### src/hw/usb_alert_pkg.sv
// Shared constants and carriers for the NAK and FIFO alert event block
package usb_alert_pkg;

   // Endpoints served per direction and field width per direction
   localparam int NUM_EP   = 3;
   localparam int FIELD_W  = 3;
   localparam int FILL_W   = 6;
   localparam int ADDR_W   = 34;

   // Printed register offsets, kept as word indices
   localparam logic [31:0] NAK_EVENT_IDX  = 32'h5000181c;
   localparam logic [31:0] NAK_MASK_IDX   = 32'h5000181e;
   localparam logic [31:0] FIFO_ALERT_IDX = 32'h50001820;
   localparam logic [31:0] FIFO_MASK_IDX  = 32'h50001822;
   localparam logic [31:0] IRQ_STATUS_IDX = 32'h50001830;
   localparam logic [31:0] IRQ_MASK_IDX   = 32'h50001832;

   // Field positions inside the 16-bit registers
   localparam int IN_NAK_LSB   = 0;
   localparam int OUT_NAK_LSB  = 4;
   localparam int TX_ALERT_LSB = 0;
   localparam int RX_ALERT_LSB = 4;
   localparam int IRQ_NAK_BIT  = 0;
   localparam int IRQ_WARN_BIT = 1;
   localparam int IRQ_W        = 2;

   // Reset values
   localparam logic [15:0] NAK_EVENT_RST  = 16'h0000;
   localparam logic [15:0] NAK_MASK_RST   = 16'h0000;
   localparam logic [15:0] FIFO_ALERT_RST = 16'h0000;
   localparam logic [15:0] FIFO_MASK_RST  = 16'h0000;
   localparam logic [1:0]  IRQ_RST        = 2'h0;

   // Handshake activity reported by the packet engine, one bit per endpoint except the single address enable
   typedef struct packed {
      logic [NUM_EP-1:0] in_nak;
      logic [NUM_EP-1:0] out_nak;
      logic [NUM_EP-1:0] out_overrun;
      logic [NUM_EP-1:0] in_ep_enable;
      logic [NUM_EP-1:0] out_ep_enable;
      logic              address_enable;
   } nak_evt_t;

   // Receive FIFO view for one endpoint
   typedef struct packed {
      logic [FILL_W-1:0] fill;
      logic [FILL_W-1:0] rx_alert_level;
      logic              read;
      logic              flush;
   } rx_fifo_t;

   // Transmit FIFO view for one endpoint
   typedef struct packed {
      logic [FILL_W-1:0] fill;
      logic [FILL_W-1:0] tx_alert_level;
      logic              enable;
      logic              write;
      logic              flush;
      logic              done;
   } tx_fifo_t;

endpackage

### src/hw/level_alert_flag.sv
// One FIFO level alert flag: set on reaching the level, released by events
`timescale 1ns/1ps
module level_alert_flag
(
   input  wire logic pclk,
   input  wire logic presetn,
   input  wire logic reached,
   input  wire logic release_evt,
   output logic      flag,
   output logic      raised
);

   logic reached_prev_r;
   logic flag_r;

   // Edge of the level condition, so a held level sets only once
   assign raised = reached & ~reached_prev_r;
   assign flag   = flag_r;

   // Remember the level condition of the last cycle
   always_ff @(posedge pclk or negedge presetn)
   begin
      if (!presetn)
         reached_prev_r <= 1'b0;
      else
         reached_prev_r <= reached;
   end

   // Setting beats release in the same cycle, no event is lost
   always_ff @(posedge pclk or negedge presetn)
   begin
      if (!presetn)
         flag_r <= 1'b0;
      else if (raised)
         flag_r <= 1'b1;
      else if (release_evt)
         flag_r <= 1'b0;
   end

endmodule // level_alert_flag

### src/hw/usb_nak_fifo_alerts.sv
// NAK and FIFO level alert event registers with APB access and summaries
//
// Operation
// - An IN NAK sets the IN flag of its endpoint when address and endpoint are enabled.
// - Reading the NAK event register clears the IN and OUT NAK flags it returned.
// - An unmasked set NAK flag drives the NAK summary bit high.
// - A NAK flag whose mask bit is zero has no effect on the NAK summary.
// - A receive FIFO reaching its alert level sets its receive alert flag.
// - A receive alert flag clears when the FIFO is read out or flushed.
// - A transmit FIFO reaching its alert level while enabled sets its flag.
// - A transmit alert flag clears on a FIFO write, a flush or transmit done.
// - An unmasked set FIFO alert flag drives the WARN summary bit high.
// - A FIFO alert flag whose mask bit is zero has no effect on WARN.
// - An OUT NAK sets the OUT flag of its endpoint when address and endpoint are enabled.
// - An OUT NAK caused by a receive overrun sets no OUT flag.
//
// The implementer's own choice: register access over APB.
`timescale 1ns/1ps
module usb_nak_fifo_alerts
   import usb_alert_pkg::*;
#(
   parameter int N_EP = NUM_EP
)
(
   input  wire logic              pclk,
   input  wire logic              presetn,
   input  wire logic              psel,
   input  wire logic              penable,
   input  wire logic              pwrite,
   input  wire logic [ADDR_W-1:0] paddr,
   input  wire logic [31:0]       pwdata,
   output logic [31:0]            prdata,
   output logic                   pready,
   output logic                   pslverr,
   input  wire nak_evt_t          nak_evt,
   input  wire rx_fifo_t          rx_fifo [N_EP],
   input  wire tx_fifo_t          tx_fifo [N_EP],
   output logic                   nak_summary,
   output logic                   warn_summary,
   output logic                   irq
);

   // The register layout holds exactly three endpoints per field
   generate
      if (N_EP != FIELD_W)
      begin : g_bad_ep
         $error("N_EP must equal the register field width");
      end
   endgenerate

   // Bus state
   logic [31:0]       prdata_r;
   logic              pready_r;
   logic              pslverr_r;
   logic [31:0]       word_idx;
   logic              setup_ph;
   logic              wr_take;
   logic              rd_take;
   logic              addr_hit;
   logic [31:0]       rdata_nxt;

   // Event and mask storage
   logic [N_EP-1:0]   in_nak_flags_r;
   logic [N_EP-1:0]   out_nak_flags_r;
   logic [N_EP-1:0]   in_nak_enables_r;
   logic [N_EP-1:0]   out_nak_enables_r;
   logic [N_EP-1:0]   rx_level_alert_enables_r;
   logic [N_EP-1:0]   tx_level_alert_enables_r;
   logic [N_EP-1:0]   rx_level_alert_flags;
   logic [N_EP-1:0]   tx_level_alert_flags;
   logic [N_EP-1:0]   rx_raised;
   logic [N_EP-1:0]   tx_raised;

   // Handshake set terms
   logic [N_EP-1:0]   in_nak_set;
   logic [N_EP-1:0]   out_nak_set;
   logic [N_EP-1:0]   in_nak_nxt;
   logic [N_EP-1:0]   out_nak_nxt;
   logic [N_EP-1:0]   in_nak_rd_clr;
   logic [N_EP-1:0]   out_nak_rd_clr;

   // Interrupt state
   logic [IRQ_W-1:0]  irq_status_r;
   logic [IRQ_W-1:0]  irq_mask_r;
   logic [IRQ_W-1:0]  irq_events;
   logic [IRQ_W-1:0]  irq_rd_clr;
   logic [IRQ_W-1:0]  irq_status_nxt;

   // Summary flops
   logic              nak_summary_r;
   logic              warn_summary_r;
   logic              irq_r;

   // Outputs come straight from flops
   assign prdata       = prdata_r;
   assign pready       = pready_r;
   assign pslverr      = pslverr_r;
   assign nak_summary  = nak_summary_r;
   assign warn_summary = warn_summary_r;
   assign irq          = irq_r;

   // Bus phase decode; word index is the byte address over four
   assign word_idx = paddr[ADDR_W-1:2];
   assign setup_ph = psel & ~penable;
   assign wr_take  = psel & penable & pready_r & pwrite;
   assign rd_take  = psel & penable & pready_r & ~pwrite;

   // Address hit, used only by the error answer; the read mux decodes word_idx itself
   always_comb
   begin
      unique case (word_idx)
         NAK_EVENT_IDX,
         NAK_MASK_IDX,
         FIFO_ALERT_IDX,
         FIFO_MASK_IDX,
         IRQ_STATUS_IDX,
         IRQ_MASK_IDX:
            addr_hit = 1'b1;
         default:
            addr_hit = 1'b0;
      endcase
   end

   // Read mux; reserved bits and upper half read as zero
   always_comb
   begin
      rdata_nxt = 32'h0000_0000;
      unique case (word_idx)
         NAK_EVENT_IDX:
         begin
            rdata_nxt[IN_NAK_LSB +: FIELD_W]  = in_nak_flags_r;
            rdata_nxt[OUT_NAK_LSB +: FIELD_W] = out_nak_flags_r;
         end
         NAK_MASK_IDX:
         begin
            rdata_nxt[IN_NAK_LSB +: FIELD_W]  = in_nak_enables_r;
            rdata_nxt[OUT_NAK_LSB +: FIELD_W] = out_nak_enables_r;
         end
         FIFO_ALERT_IDX:
         begin
            rdata_nxt[TX_ALERT_LSB +: FIELD_W] = tx_level_alert_flags;
            rdata_nxt[RX_ALERT_LSB +: FIELD_W] = rx_level_alert_flags;
         end
         FIFO_MASK_IDX:
         begin
            rdata_nxt[TX_ALERT_LSB +: FIELD_W] = tx_level_alert_enables_r;
            rdata_nxt[RX_ALERT_LSB +: FIELD_W] = rx_level_alert_enables_r;
         end
         IRQ_STATUS_IDX:
            rdata_nxt[IRQ_W-1:0] = irq_status_r;
         IRQ_MASK_IDX:
            rdata_nxt[IRQ_W-1:0] = irq_mask_r;
         default:
            rdata_nxt = 32'h0000_0000;
      endcase
   end

   // No wait state: ready rises for the first access cycle only
   always_ff @(posedge pclk or negedge presetn)
   begin
      if (!presetn)
         pready_r <= 1'b0;
      else
         pready_r <= setup_ph & ~pready_r;
   end

   // Data and error are captured in the setup cycle and held to the end
   always_ff @(posedge pclk or negedge presetn)
   begin
      if (!presetn)
      begin
         prdata_r  <= 32'h0000_0000;
         pslverr_r <= 1'b0;
      end
      else if (setup_ph)
      begin
         prdata_r  <= pwrite ? 32'h0000_0000 : rdata_nxt;
         pslverr_r <= ~addr_hit;
      end
      else if (!psel)
      begin
         pslverr_r <= 1'b0;
      end
   end

   // NAK mask register, only the endpoint bits are stored
   always_ff @(posedge pclk or negedge presetn)
   begin
      if (!presetn)
      begin
         in_nak_enables_r  <= NAK_MASK_RST[IN_NAK_LSB +: FIELD_W];
         out_nak_enables_r <= NAK_MASK_RST[OUT_NAK_LSB +: FIELD_W];
      end
      else if (wr_take && word_idx == NAK_MASK_IDX)
      begin
         in_nak_enables_r  <= pwdata[IN_NAK_LSB +: FIELD_W];
         out_nak_enables_r <= pwdata[OUT_NAK_LSB +: FIELD_W];
      end
   end

   // FIFO alert mask register
   always_ff @(posedge pclk or negedge presetn)
   begin
      if (!presetn)
      begin
         tx_level_alert_enables_r <= FIFO_MASK_RST[TX_ALERT_LSB +: FIELD_W];
         rx_level_alert_enables_r <= FIFO_MASK_RST[RX_ALERT_LSB +: FIELD_W];
      end
      else if (wr_take && word_idx == FIFO_MASK_IDX)
      begin
         tx_level_alert_enables_r <= pwdata[TX_ALERT_LSB +: FIELD_W];
         rx_level_alert_enables_r <= pwdata[RX_ALERT_LSB +: FIELD_W];
      end
   end

   // Interrupt mask register
   always_ff @(posedge pclk or negedge presetn)
   begin
      if (!presetn)
         irq_mask_r <= IRQ_RST;
      else if (wr_take && word_idx == IRQ_MASK_IDX)
         irq_mask_r <= pwdata[IRQ_W-1:0];
   end

   assign in_nak_set = nak_evt.in_nak & nak_evt.in_ep_enable
                     & {N_EP{nak_evt.address_enable}};

   assign out_nak_set = nak_evt.out_nak & nak_evt.out_ep_enable
                      & ~nak_evt.out_overrun
                      & {N_EP{nak_evt.address_enable}};

   // clear on read
   // Only bits that were returned are cleared, so a NAK landing after
   // the setup cycle stays pending for the next read.
   always_comb
   begin
      in_nak_rd_clr  = '0;
      out_nak_rd_clr = '0;
      if (rd_take && word_idx == NAK_EVENT_IDX)
      begin
         in_nak_rd_clr  = prdata_r[IN_NAK_LSB +: FIELD_W];
         out_nak_rd_clr = prdata_r[OUT_NAK_LSB +: FIELD_W];
      end
   end

   // Set wins over read clear
   assign in_nak_nxt  = (in_nak_flags_r & ~in_nak_rd_clr) | in_nak_set;
   assign out_nak_nxt = (out_nak_flags_r & ~out_nak_rd_clr) | out_nak_set;

   // NAK event flags
   always_ff @(posedge pclk or negedge presetn)
   begin
      if (!presetn)
      begin
         in_nak_flags_r  <= NAK_EVENT_RST[IN_NAK_LSB +: FIELD_W];
         out_nak_flags_r <= NAK_EVENT_RST[OUT_NAK_LSB +: FIELD_W];
      end
      else
      begin
         in_nak_flags_r  <= in_nak_nxt;
         out_nak_flags_r <= out_nak_nxt;
      end
   end

   // Per-endpoint FIFO level alert flags
   generate
      for (genvar ep = 0; ep < N_EP; ep++)
      begin : g_ep
         logic rx_reached;
         logic tx_reached;
         logic rx_release;
         logic tx_release;

         assign rx_reached = rx_fifo[ep].fill >= rx_fifo[ep].rx_alert_level;
         assign rx_release = rx_fifo[ep].read | rx_fifo[ep].flush;

         assign tx_reached = tx_fifo[ep].enable
                           & (tx_fifo[ep].fill <= tx_fifo[ep].tx_alert_level);
         assign tx_release = tx_fifo[ep].write | tx_fifo[ep].flush
                           | tx_fifo[ep].done;

         level_alert_flag u_rx_flag
         (
            .pclk        (pclk),
            .presetn     (presetn),
            .reached     (rx_reached),
            .release_evt (rx_release),
            .flag        (rx_level_alert_flags[ep]),
            .raised      (rx_raised[ep])
         );

         level_alert_flag u_tx_flag
         (
            .pclk        (pclk),
            .presetn     (presetn),
            .reached     (tx_reached),
            .release_evt (tx_release),
            .flag        (tx_level_alert_flags[ep]),
            .raised      (tx_raised[ep])
         );
      end
   endgenerate

   // Summary bits follow flag or mask changes alike, one cycle behind
   always_ff @(posedge pclk or negedge presetn)
   begin
      if (!presetn)
      begin
         nak_summary_r  <= 1'b0;
         warn_summary_r <= 1'b0;
      end
      else
      begin
         nak_summary_r  <= |(in_nak_flags_r & in_nak_enables_r)
                         | |(out_nak_flags_r & out_nak_enables_r);
         warn_summary_r <= |(rx_level_alert_flags & rx_level_alert_enables_r)
                         | |(tx_level_alert_flags & tx_level_alert_enables_r);
      end
   end

   // Interrupt events: any new NAK flag, any new level alert
   assign irq_events[IRQ_NAK_BIT]  = |in_nak_set | |out_nak_set;
   assign irq_events[IRQ_WARN_BIT] = |rx_raised | |tx_raised;

   // Read clears only the status bits it returned
   assign irq_rd_clr = (rd_take && word_idx == IRQ_STATUS_IDX)
                     ? prdata_r[IRQ_W-1:0] : IRQ_RST;
   assign irq_status_nxt = (irq_status_r & ~irq_rd_clr) | irq_events;

   // Sticky interrupt status
   always_ff @(posedge pclk or negedge presetn)
   begin
      if (!presetn)
         irq_status_r <= IRQ_RST;
      else
         irq_status_r <= irq_status_nxt;
   end

   // Level interrupt, high while an unmasked status bit is set
   always_ff @(posedge pclk or negedge presetn)
   begin
      if (!presetn)
         irq_r <= 1'b0;
      else
         irq_r <= |(irq_status_nxt & irq_mask_r);
   end

endmodule // usb_nak_fifo_alerts

### config.mk
export PLATFORM = sky130hd
export DESIGN_NAME = usb_nak_fifo_alerts
export DESIGN_NICKNAME = d
export VERILOG_FILES = /design/src/hw/usb_alert_pkg.sv /design/src/hw/level_alert_flag.sv /design/src/hw/usb_nak_fifo_alerts.sv
export SDC_FILE = /design/constraint.sdc
export NUM_CORES = 1
export LEC_CHECK = 0
export BUFFER_PORTS_ARGS = -buffer_cell sky130_fd_sc_hd__buf_2
export CAP_MARGIN = 20
export CORE_ASPECT_RATIO = 0.5
export CORE_UTILIZATION = 41
export DETAILED_ROUTE_END_ITERATION = 8
export MAX_ROUTING_LAYER = met4
export PLACE_DENSITY_LB_ADDON = 0.12
export SLEW_MARGIN = 20
export SYNTH_ARGS = -nofsm -noshare
export SYNTH_HDL_FRONTEND = slang
export SYNTH_SLANG_ARGS = --single-unit
### constraint.sdc
create_clock -name pclk -period 2.2 [get_ports pclk]
set_input_delay 0.11 -clock pclk [delete_from_list [all_inputs] [get_ports pclk]]
set_output_delay 0.11 -clock pclk [all_outputs]
set_load 0.1 [all_outputs]
### Word level (Yosys, flattened, before mapping)

Cells that the tools add are included.

| storage, ports and cells | value |
|---|---|
| register bits | 71 |
| input port bits | 177 |
| output and inout bits | 37 |
| logic and storage cells | 140 |

| cells by class | value |
|---|---|
| magnitude comparators | 6 |
| eq/ne operators | 7 |
| multiplexer cells | 22 |
| bitwise logic cells | 58 |
| reduce and logical (&&, ||, !) cells | 21 |

Operator list:

| cell | number |
|---|---|
| 32-bit by 31-bit equality test with 1-bit output (second input constant) | 6 |
| 3-bit AND | 11 |
| 3-bit OR reduction | 8 |
| 6-bit greater-or-equal comparator | 3 |
| 6-bit <= comparator | 3 |
| 1-bit AND | 15 |
| 1-bit two-way mux | 15 |
| 1-bit bitwise OR | 13 |
| 2-bit case mux with 6 select lines | 1 |
| 3-bit case mux with 4 select lines | 1 |
| 2-bit nonzero test | 6 |
| 1-bit NOT | 10 |
| 3-bit NOT | 3 |
| 7-bit two-way mux | 1 |
| 3-bit two-way mux | 2 |
| 3-bit bitwise OR | 2 |
| 6-bit OR reduction | 1 |
| 1-bit logical AND | 5 |
| 2-bit AND | 2 |
| 1-bit case mux with 4 select lines | 1 |
| 2-bit two-way mux | 1 |
| 2-bit by 1-bit inequality test with 1-bit output (second input constant) | 1 |
| 2-bit NOT | 1 |
| 2-bit bitwise OR | 1 |
| 2-bit OR reduction | 1 |

### Depth between registers and ports, before layout

Gate-level depths: netlist of the first run.

| depth | value |
|---|---|
| depth after elaboration | 10 |
| mapped depth | 9 |
| mapped depth without buffers | 9 |

### Cells and area by module

From an unflattened synthesis of the first run, not the netlist that was laid out.

| unflattened totals | value |
|---|---|
| cells, all modules | 340 |
| area, all modules | 3394.5 um^2 |

Modules (own cells, without submodules):

| module | times used | cells an instance | area each (um^2) | sequential area each (um^2) |
|---|---|---|---|---|
| usb_nak_fifo_alerts | 1 | 310 | 2944.1 | 825.8 |
| level_alert_flag | 6 | 5 | 75.1 | 50.0 |

### Worst setup path after synthesis of the first run

Ideal clock, no wire load.

| path | value |
|---|---|
| kind | reg2reg |
| start | register pready_r, in the netlist pready |
| end | register irq_r, in the netlist irq |
| setup time | 0.121 ns |
| data arrival time | 2.320 ns |
| data required time | 2.079 ns |
| setup slack | -0.241 ns |
| stages on the path, launching flop included | 6 |
| buffers on the path | 0 |
| period minus slack after synthesis | 2.441 ns |
| path through | dfrtp_1 > nand3_1 > nor4b_2 > a21boi_1 > or4_1 > a22o_1 |

| on the way | value |
|---|---|
| word-level cells in the longest chain between the ends | 9 |

Ends and longest elaborated chain:

| element | line | RTL |
|---|---|---|
| start, declared | usb_nak_fifo_alerts.sv:53 | `logic pready_r;` |
| start signal, assigned | usb_nak_fifo_alerts.sv:164 | `pready_r <= setup_ph & ~pready_r;` |
| 1-bit AND (2 in series) | usb_nak_fifo_alerts.sv:106 | `assign rd_take = psel & penable & pready_r & ~pwrite;` |
| 1-bit logical AND | usb_nak_fifo_alerts.sv:326 | `assign irq_rd_clr = (rd_take && word_idx == IRQ_STATUS_IDX)` |
| 2-bit two-way mux | usb_nak_fifo_alerts.sv:327 | `? prdata_r[IRQ_W-1:0] : IRQ_RST;` |
| 2-bit NOT | usb_nak_fifo_alerts.sv:328 | `assign irq_status_nxt = (irq_status_r & ~irq_rd_clr) \| irq_events;` |
| 2-bit AND | usb_nak_fifo_alerts.sv:328 |  |
| 2-bit bitwise OR | usb_nak_fifo_alerts.sv:328 |  |
| via irq_status_nxt[1] | usb_nak_fifo_alerts.sv:87 | `logic [IRQ_W-1:0] irq_status_nxt;` |
| 2-bit AND | usb_nak_fifo_alerts.sv:345 | `irq_r <= \|(irq_status_nxt & irq_mask_r);` |
| 2-bit OR reduction | usb_nak_fifo_alerts.sv:345 |  |
| end signal, assigned | usb_nak_fifo_alerts.sv:345 |  |
| end, declared | usb_nak_fifo_alerts.sv:92 | `logic irq_r;` |

The timed path passes the listed nets, and every way through them passes these cells.
A chain may end at the register's enable or synchronous reset.

### Final worst setup path of the first run

| path | value |
|---|---|
| start | input rx_fifo[2] in the netlist's numbering |
| end | register irq_r, in the netlist irq |

| on the way | value |
|---|---|
| word-level cells in the longest chain between the ends | 7 |

Ends and longest elaborated chain:

| element | line | RTL |
|---|---|---|
| start, declared | usb_nak_fifo_alerts.sv:36 | `input wire rx_fifo_t rx_fifo [N_EP],` |
| 6-bit greater-or-equal comparator | usb_nak_fifo_alerts.sv:274 | `assign rx_reached = rx_fifo[ep].fill >= rx_fifo[ep].rx_alert_level;` |
| 1-bit AND | level_alert_flag.sv:17 | `assign raised = reached & ~reached_prev_r;` |
| 3-bit OR reduction | usb_nak_fifo_alerts.sv:323 | `assign irq_events[IRQ_WARN_BIT] = \|rx_raised \| \|tx_raised;` |
| 1-bit bitwise OR | usb_nak_fifo_alerts.sv:323 |  |
| 2-bit bitwise OR | usb_nak_fifo_alerts.sv:328 |  |
| via irq_status_nxt[1] | usb_nak_fifo_alerts.sv:87 |  |
| 2-bit AND | usb_nak_fifo_alerts.sv:345 |  |
| 2-bit OR reduction | usb_nak_fifo_alerts.sv:345 |  |

The timed path passes the listed nets, and every way through them passes these cells.

==> impl_metrics.csv, run 1 <==
group,metric,value,unit
run_status,status,"complete, no violations",
sta,setup_slack,0.2215,ns
sta,tightest_slew,0.6712,ns
setup_path,worst-path-max-fanout,2,
synthesis,synth_cells,343,
route,ant_nets,0,
route,first_pass_iters,4,
layout,fillers,716,
placement,dpl-instance-area,0.004146,mm2
layout,multi_input_area,0.001874,mm2
global_route,antenna_found_initial,0,
clock_network,htree_levels,2,
power,vdd_drop_max,266.2,uV
die,rows,22,
clock_network,clk_pin_slew_worst_paths,0.06,ns
clock_network,clk_latency,0.28,ns
clock_network,cts_hold_buffers,3,
die,die-area,0.008360,mm2
global_route,grt_first_pass_wirelength,12910,um
synthesis,ys_async_sr_fraction,1.000,
global_route,global_route.overflow_total,0,
clock_network,post_cts_buffers,0,
clock_network,clockRootBuffer,"clkbuf_16",
placement,dp_slack,-0.08494,ns
die,die_w,128.3,um
die,core_area,0.007515,mm2
synthesis,synth.top_cells.by_area,"dfrtp_1 (34%), ha_1 (14%), buf_4 (6.0%), inv_1 (4.9%), mux2_2 (4.8%)",
clock_network,cts_buffers,5,
global_route,grt_use_total,0.2026,
layout,layout.area.seq,0.001127,mm2
layout,diodes,0,
route,via_per_inst,4.957,
power,p_per_area,510.1,mW/mm2
layout,final_cell_area,0.004315,mm2
placement,port_buffers,159,
die,initial_core_util,0.4352,
hold_path,hold_class,"input port to flop",
global_route,grt_pass1_vias,2898,
sta,timing.final.crit_share,0.8993,
layout,nets,729,
sta,max_freq,505.4,MHz
sta,hold_violations,0,
synthesis,synth_edf_count,0,
setup_path,critPathLaunchType,"input port",
setup_path,endpoint_kind,"flop",
sta,maxSlewHeadroom,0.5484,
clock_network,cts_tree,"done",
synthesis,yosysSeqAreaShare,0.3443,
flow_run,cap_violations,0,
route,wire_per_inst,12.80,um
power,p_leak,2.343,nW
die,io_pins,214,
route,drt_iter0_drc,124,
setup_path,crit_type,"input port to flop",
synthesis,synth_top_area_cell,"dfrtp_1",
sta,drv_slew,0,
synthesis,synth_top_area_frac,0.3443,
synthesis,syn_avg_cell_area,9.535,um2
synthesis,synth-seq-cells,45,
route,num_vias,3098,
layout,area_growth,31.94,%
sta,setup_viol,0,
sta,rsz0062_at_grt,"false",
layout,drive_gt1_frac,0.3849,
sta,setup-tns-final,0,ns
sta,holdWs,0.0005564,ns
placement,gp_congestion,0.7868,
synthesis,syn_area,0.003271,mm2
route,drcViolationCount,0,
clock_network,clock-sinks,45,
clock_network,ctsLongestPathBuffers,2,
sta,skew,0.003575,ns
synthesis,synth_ff_type,"dfrtp_1",
route,drt_wl_total,7999,um
synthesis,ys_types,52,
clock_network,cts_resized,0,
placement,dp_hpwl,6743,um
global_route,grt_max_degree,39,
setup_path,crit_arrival,2.15,ns
setup_path,required,2.37,ns
sta,fin_crit,1.979,ns
synthesis,yosysWarnings,0,
die,die_h,65.16,um
==> area by class of cell <==
| cell class | count | area share |
|---|---|---|
| clock buffer | 6 | 0.02986 |
| clock inverter | 2 | 0.002320 |
| inverter | 43 | 0.03740 |
| multi-input combinational | 252 | 0.4343 |
| sequential | 45 | 0.2612 |
| tap | 108 | 0.03131 |
| timing repair buffer | 169 | 0.2035 |
==> synthesized netlist by cell type, types with 5 or more instances <==
cell       n
a21oi_1    6
nand4_1    8
dfrtp_1   45
ha_1      36
nand2_1   30
a22oi_1   10
o21ai_0   11
nand2b_1  10
nor2_1    16
buf_4     26
nor4b_1    5
mux2i_1    8
nand3_1    6
a32o_1     7
inv_1     43
nor4_1     6
mux2_2    14
==> placed cells by master, fill, tap and decap left out, drive strengths merged, types with 6 or more instances in the layout <==
cell,synthesis,routed
mux2i,8,8
ha,36,36
conb,1,26
clkbuf,1,6
a21oi,6,6
nor2,16,16
nand2,30,30
buf,27,166
a32o,7,7
inv,43,43
nor4b,6,6
nand4,8,8
a22oi,10,10
o21ai,11,11
nand3,6,6
dfrtp,45,45
mux2,14,14
nor4,7,7
nand2b,10,10
==> flip-flops by register name, indices dropped and copies added, names as in the netlist <==
signal	cells
pslverr	1
irq	1
pready	1
in_nak_enables_r	3
irq_status_r	2
in_nak_flags_r	3
g_ep.u_rx_flag.flag	3
prdata	6
out_nak_flags_r	3
nak_summary	1
g_ep.u_tx_flag.flag	3
irq_mask_r	2
g_ep.u_rx_flag.reached_prev_r	3
warn_summary	1
out_nak_enables_r	3
tx_level_alert_enables_r	3
g_ep.u_tx_flag.reached_prev_r	3
rx_level_alert_enables_r	3
==> power by group <==
part	internal, mW	total, mW	switching (mW)
Clock	0.417	0.710	0.293
Sequential	0.861	0.882	0.0213
Combinational	0.213	0.610	0.397
Total	1.49	2.20	0.712
==> through the flow <==
| step | utilization | total power, mW | cells |
|---|---|---|---|
| 6_report | 0.5743 | 2.201 | 625 |
| 5_1_grt | 0.5743 | 2.317 | 625 |
| 4_1_cts | 0.5743 | 2.222 | 625 |
| 3_5_place_dp | 0.5518 | 1.505 | 614 |
| 3_3_place_gp | 0.5518 | 1.500 | 614 |
| 2_1_floorplan | - | 1.322 | 368 |
==> final timing paths <==
| kind | from | endpoint | slack, ns | depth (start not counted) |
|---|---|---|---|---|
| max | rx_fifo[2] | irq | 0.22 | 9 |
| min | tx_fifo[1] | g_ep[2].u_tx_flag.flag | 0.0006 | 2 |
| max reg2reg | pready | irq | 0.31 | 5 |
| min reg2reg | pready | pready | 0.46 | 1 |
| max in group asynchronous | presetn | pready | 1.27 | 3 |
| min in group asynchronous | presetn | g_ep[1].u_tx_flag.reached_prev_r | 0.20 | 2 |
==> worst max-delay path: stages <==
cell	delay (ns)
buf_2	0.10
ha_1	0.27
nand2b_1	0.13
a2111oi_0	0.40
nor3_1	0.13
o31ai_1	0.28
nand2_1	0.08
or4_1	0.44
a22o_1	0.21
==> per-layer routing <==
metal  vias to the layer above  part of all wire  wire length [um]  GRT usage
li1                       1533                 -                 -          -
met1                      1429              0.44              3481     0.2457
met2                       125              0.48              3852     0.3581
met3                        11             0.071               568    0.03094
met4                         0             0.012                96    0.05147
met5                         -                 0                 0          -
==> cells by family (layout without fill, tap and decap cells) <==
kind of cell	after synthesis	count (layout)	synth area share
simple gates	105	105	0.1813
buf+inv	71	220	0.1113
compound gates	61	61	0.1377
flops	45	45	0.3443
fa+ha+maj	36	36	0.1377
mux	24	24	0.08646
other cells	1	26	0.001147
Note: power is estimated with default switching activity, not from simulation.
==> inputs of run 2 (changes only) <==
--- a/config.mk
+++ b/config.mk
@@ -11,7 +11,8 @@
 export CORE_UTILIZATION = 41
 export DETAILED_ROUTE_END_ITERATION = 8
 export MAX_ROUTING_LAYER = met4
-export PLACE_DENSITY_LB_ADDON = 0.12
+export PLACE_DENSITY = 0.78
+export SKIP_CTS_REPAIR_TIMING = 1
 export SLEW_MARGIN = 20
 export SYNTH_ARGS = -nofsm -noshare
 export SYNTH_HDL_FRONTEND = slang
==> run 2 against run 1 <==
  * Routed wire length shrank 2.5%
  * Sequential share of layout area shrank 0.11 points
  * First-iteration DRC count shrank 19%
  * Maximum frequency grew 2.2%
  * Global-route usage shrank 0.78 points
  * Sequential power is essentially flat
  * Setup slack gained 0.043 ns
==> impl_metrics.csv, run 2 (synthesized netlist as in run 1, its figures left out) <==
group,metric,value,unit
power,p_per_area,531.9,mW/mm2
sta,fin_crit,1.935,ns
sta,skew,0.003701,ns
sta,max_freq,516.8,MHz
die,rows,22,
route,met1Wirelength,3488,um
flow_run,cap_violations,0,
sta,timing.final.crit_share,0.8796,
route,drt_wl_total,7797,um
hold_path,hold_path.startpoint,"tx_fifo[2]",
die,core_area,0.007515,mm2
layout,area_growth,32.52,%
sta,holdWs,0.004070,ns
setup_path,worst-path-max-fanout,2,
setup_path,slowest_delay,0.44,ns
sta,setup_slack,0.2648,ns
setup_path,rr_startpoint,"pready",
layout,final_cell_area,0.004334,mm2
layout,final_cell_mix,"buf_2 (159), dfrtp_1 (44), inv_1 (43)",
route,wire_per_inst,12.52,um
power,vdd_drop_max,362.6,uV
layout,nets,728,
placement,dp_cells,613,
hold_path,min_to,"g_ep[2].u_tx_flag.flag",
route,num_vias,3072,
setup_path,crit_chain,"buf_2, ha_1, nand2b_1, a2111oi_0, nor3_1, o31ai_2, nand2_1, or4_1, a22o_1",
global_route,global_route.overflow_total,0,
die,die_w,128.3,um
clock_network,ctsLongestPathBuffers,2,
setup_path,crit_type,"input port to flop",
setup_path,r2r_end,"irq",
placement,dp_slack,-0.1401,ns
die,initial_core_util,0.4352,
setup_path,worst-r2r-cell-count,5,
sta,tightest_slew,0.6055,ns
sta,setup_viol,0,
power,p_leak,2.347,nW
setup_path,critPathTopFamily,"compound AO/OA/AOI/OAI gates",
clock_network,cts_tree,"done",
clock_network,cts_buffers,5,
clock_network,clock-sinks,45,
placement,port_buffers,159,
route,routed.top_layer,"met4",
setup_path,cp.buffers_inverters,1,
route,ant_nets,0,
clock_network,clk_pin_slew_worst_paths,0.06,ns
layout,stdcell_count,623,
hold_path,hold_depth,2,
global_route,grt_pass1_vias,2795,
route,met2_length,3724,um
sta,maxSlewHeadroom,0.5963,
die,die_h,65.16,um
sta,hold_violations,0,
global_route,grt_max_degree,29,
die,io_pins,214,
global_route,antenna_found_initial,0,
route,drt_iter0_drc,100,
clock_network,clk_latency,0.28,ns
route,met3_length,495,um
sta,drv_slew,0,
placement,dpl-instance-area,0.004139,mm2
layout,drive_gt1_frac,0.3864,
placement,dp_hpwl,6669,um
layout,diodes,0,
placement,gp_congestion,0.8737,
route,via_per_inst,4.931,
layout,largest_register_ffs,6,
setup_path,r2r_slack,0.33,ns
global_route,grt_use_total,0.1949,
route,first_pass_iters,4,
clock_network,clockRootBuffer,"clkbuf_16",
setup_path,required,2.37,ns
die,die-area,0.008360,mm2
route,drcViolationCount,0,
setup_path,endpoint_kind,"flop",
setup_path,worst_path_max_delay_cell,"or4_1",
run_status,status,"complete, no violations",
hold_path,hold_class,"input port to flop",
sta,rsz0062_at_grt,"false",
setup_path,crit_arrival,2.10,ns
global_route,grt_first_pass_wirelength,12420,um
layout,final_common_cell,"buf_2",
power,total_power,2.305,mW
setup_path,critPathLaunchType,"input port",
clock_network,htree_levels,2,
[run 2: cell count changes in the layout (fill, tap and decap cells not counted), sizes merged]
cell    before  now
clkbuf       6    5
bufinv       0    1
clkinv       2    1
buf        166  165
[run 2: final cells by class]
type                       count  area (um2)
fill                         670        3181
multi-input combinational    252        1879
sequential                    45        1127
timing repair buffer         168       870.8
inverter                      43       161.4
tap                          108       135.1
clock buffer                   5       125.1
clock inverter                 2       35.03
[run 2: worst max path at each step]
stage	start	to	cells after the start
floorplan	pready	irq	5
detailed placement	rx_fifo[2]	irq	9
global placement	rx_fifo[2]	irq	9
CTS	rx_fifo[2]	irq	9
global route	rx_fifo[2]	irq	9
finish	rx_fifo[2]	irq	9
[run 2: power breakdown]
group	switching, mW	internal [mW]
Clock	0.290	0.527
Combinational	0.396	0.211
Sequential	0.0218	0.860
Total	0.707	1.60
[run 2: metrics by stage]
step | setup TNS [ns] | util
finish | 0 | 0.5768
global route | 0 | 0.5768
CTS | 0 | 0.5721
detailed placement | -0.1401 | 0.5508
global placement | -0.06581 | 0.5508
floorplan | 0 | -
[run 2: metal layers]
metal	global-route usage	up-vias
met3	0.02606	9
met5	-	-
li1	-	1540
met1	0.2441	1406
met4	0.05000	0
met2	0.3372	117
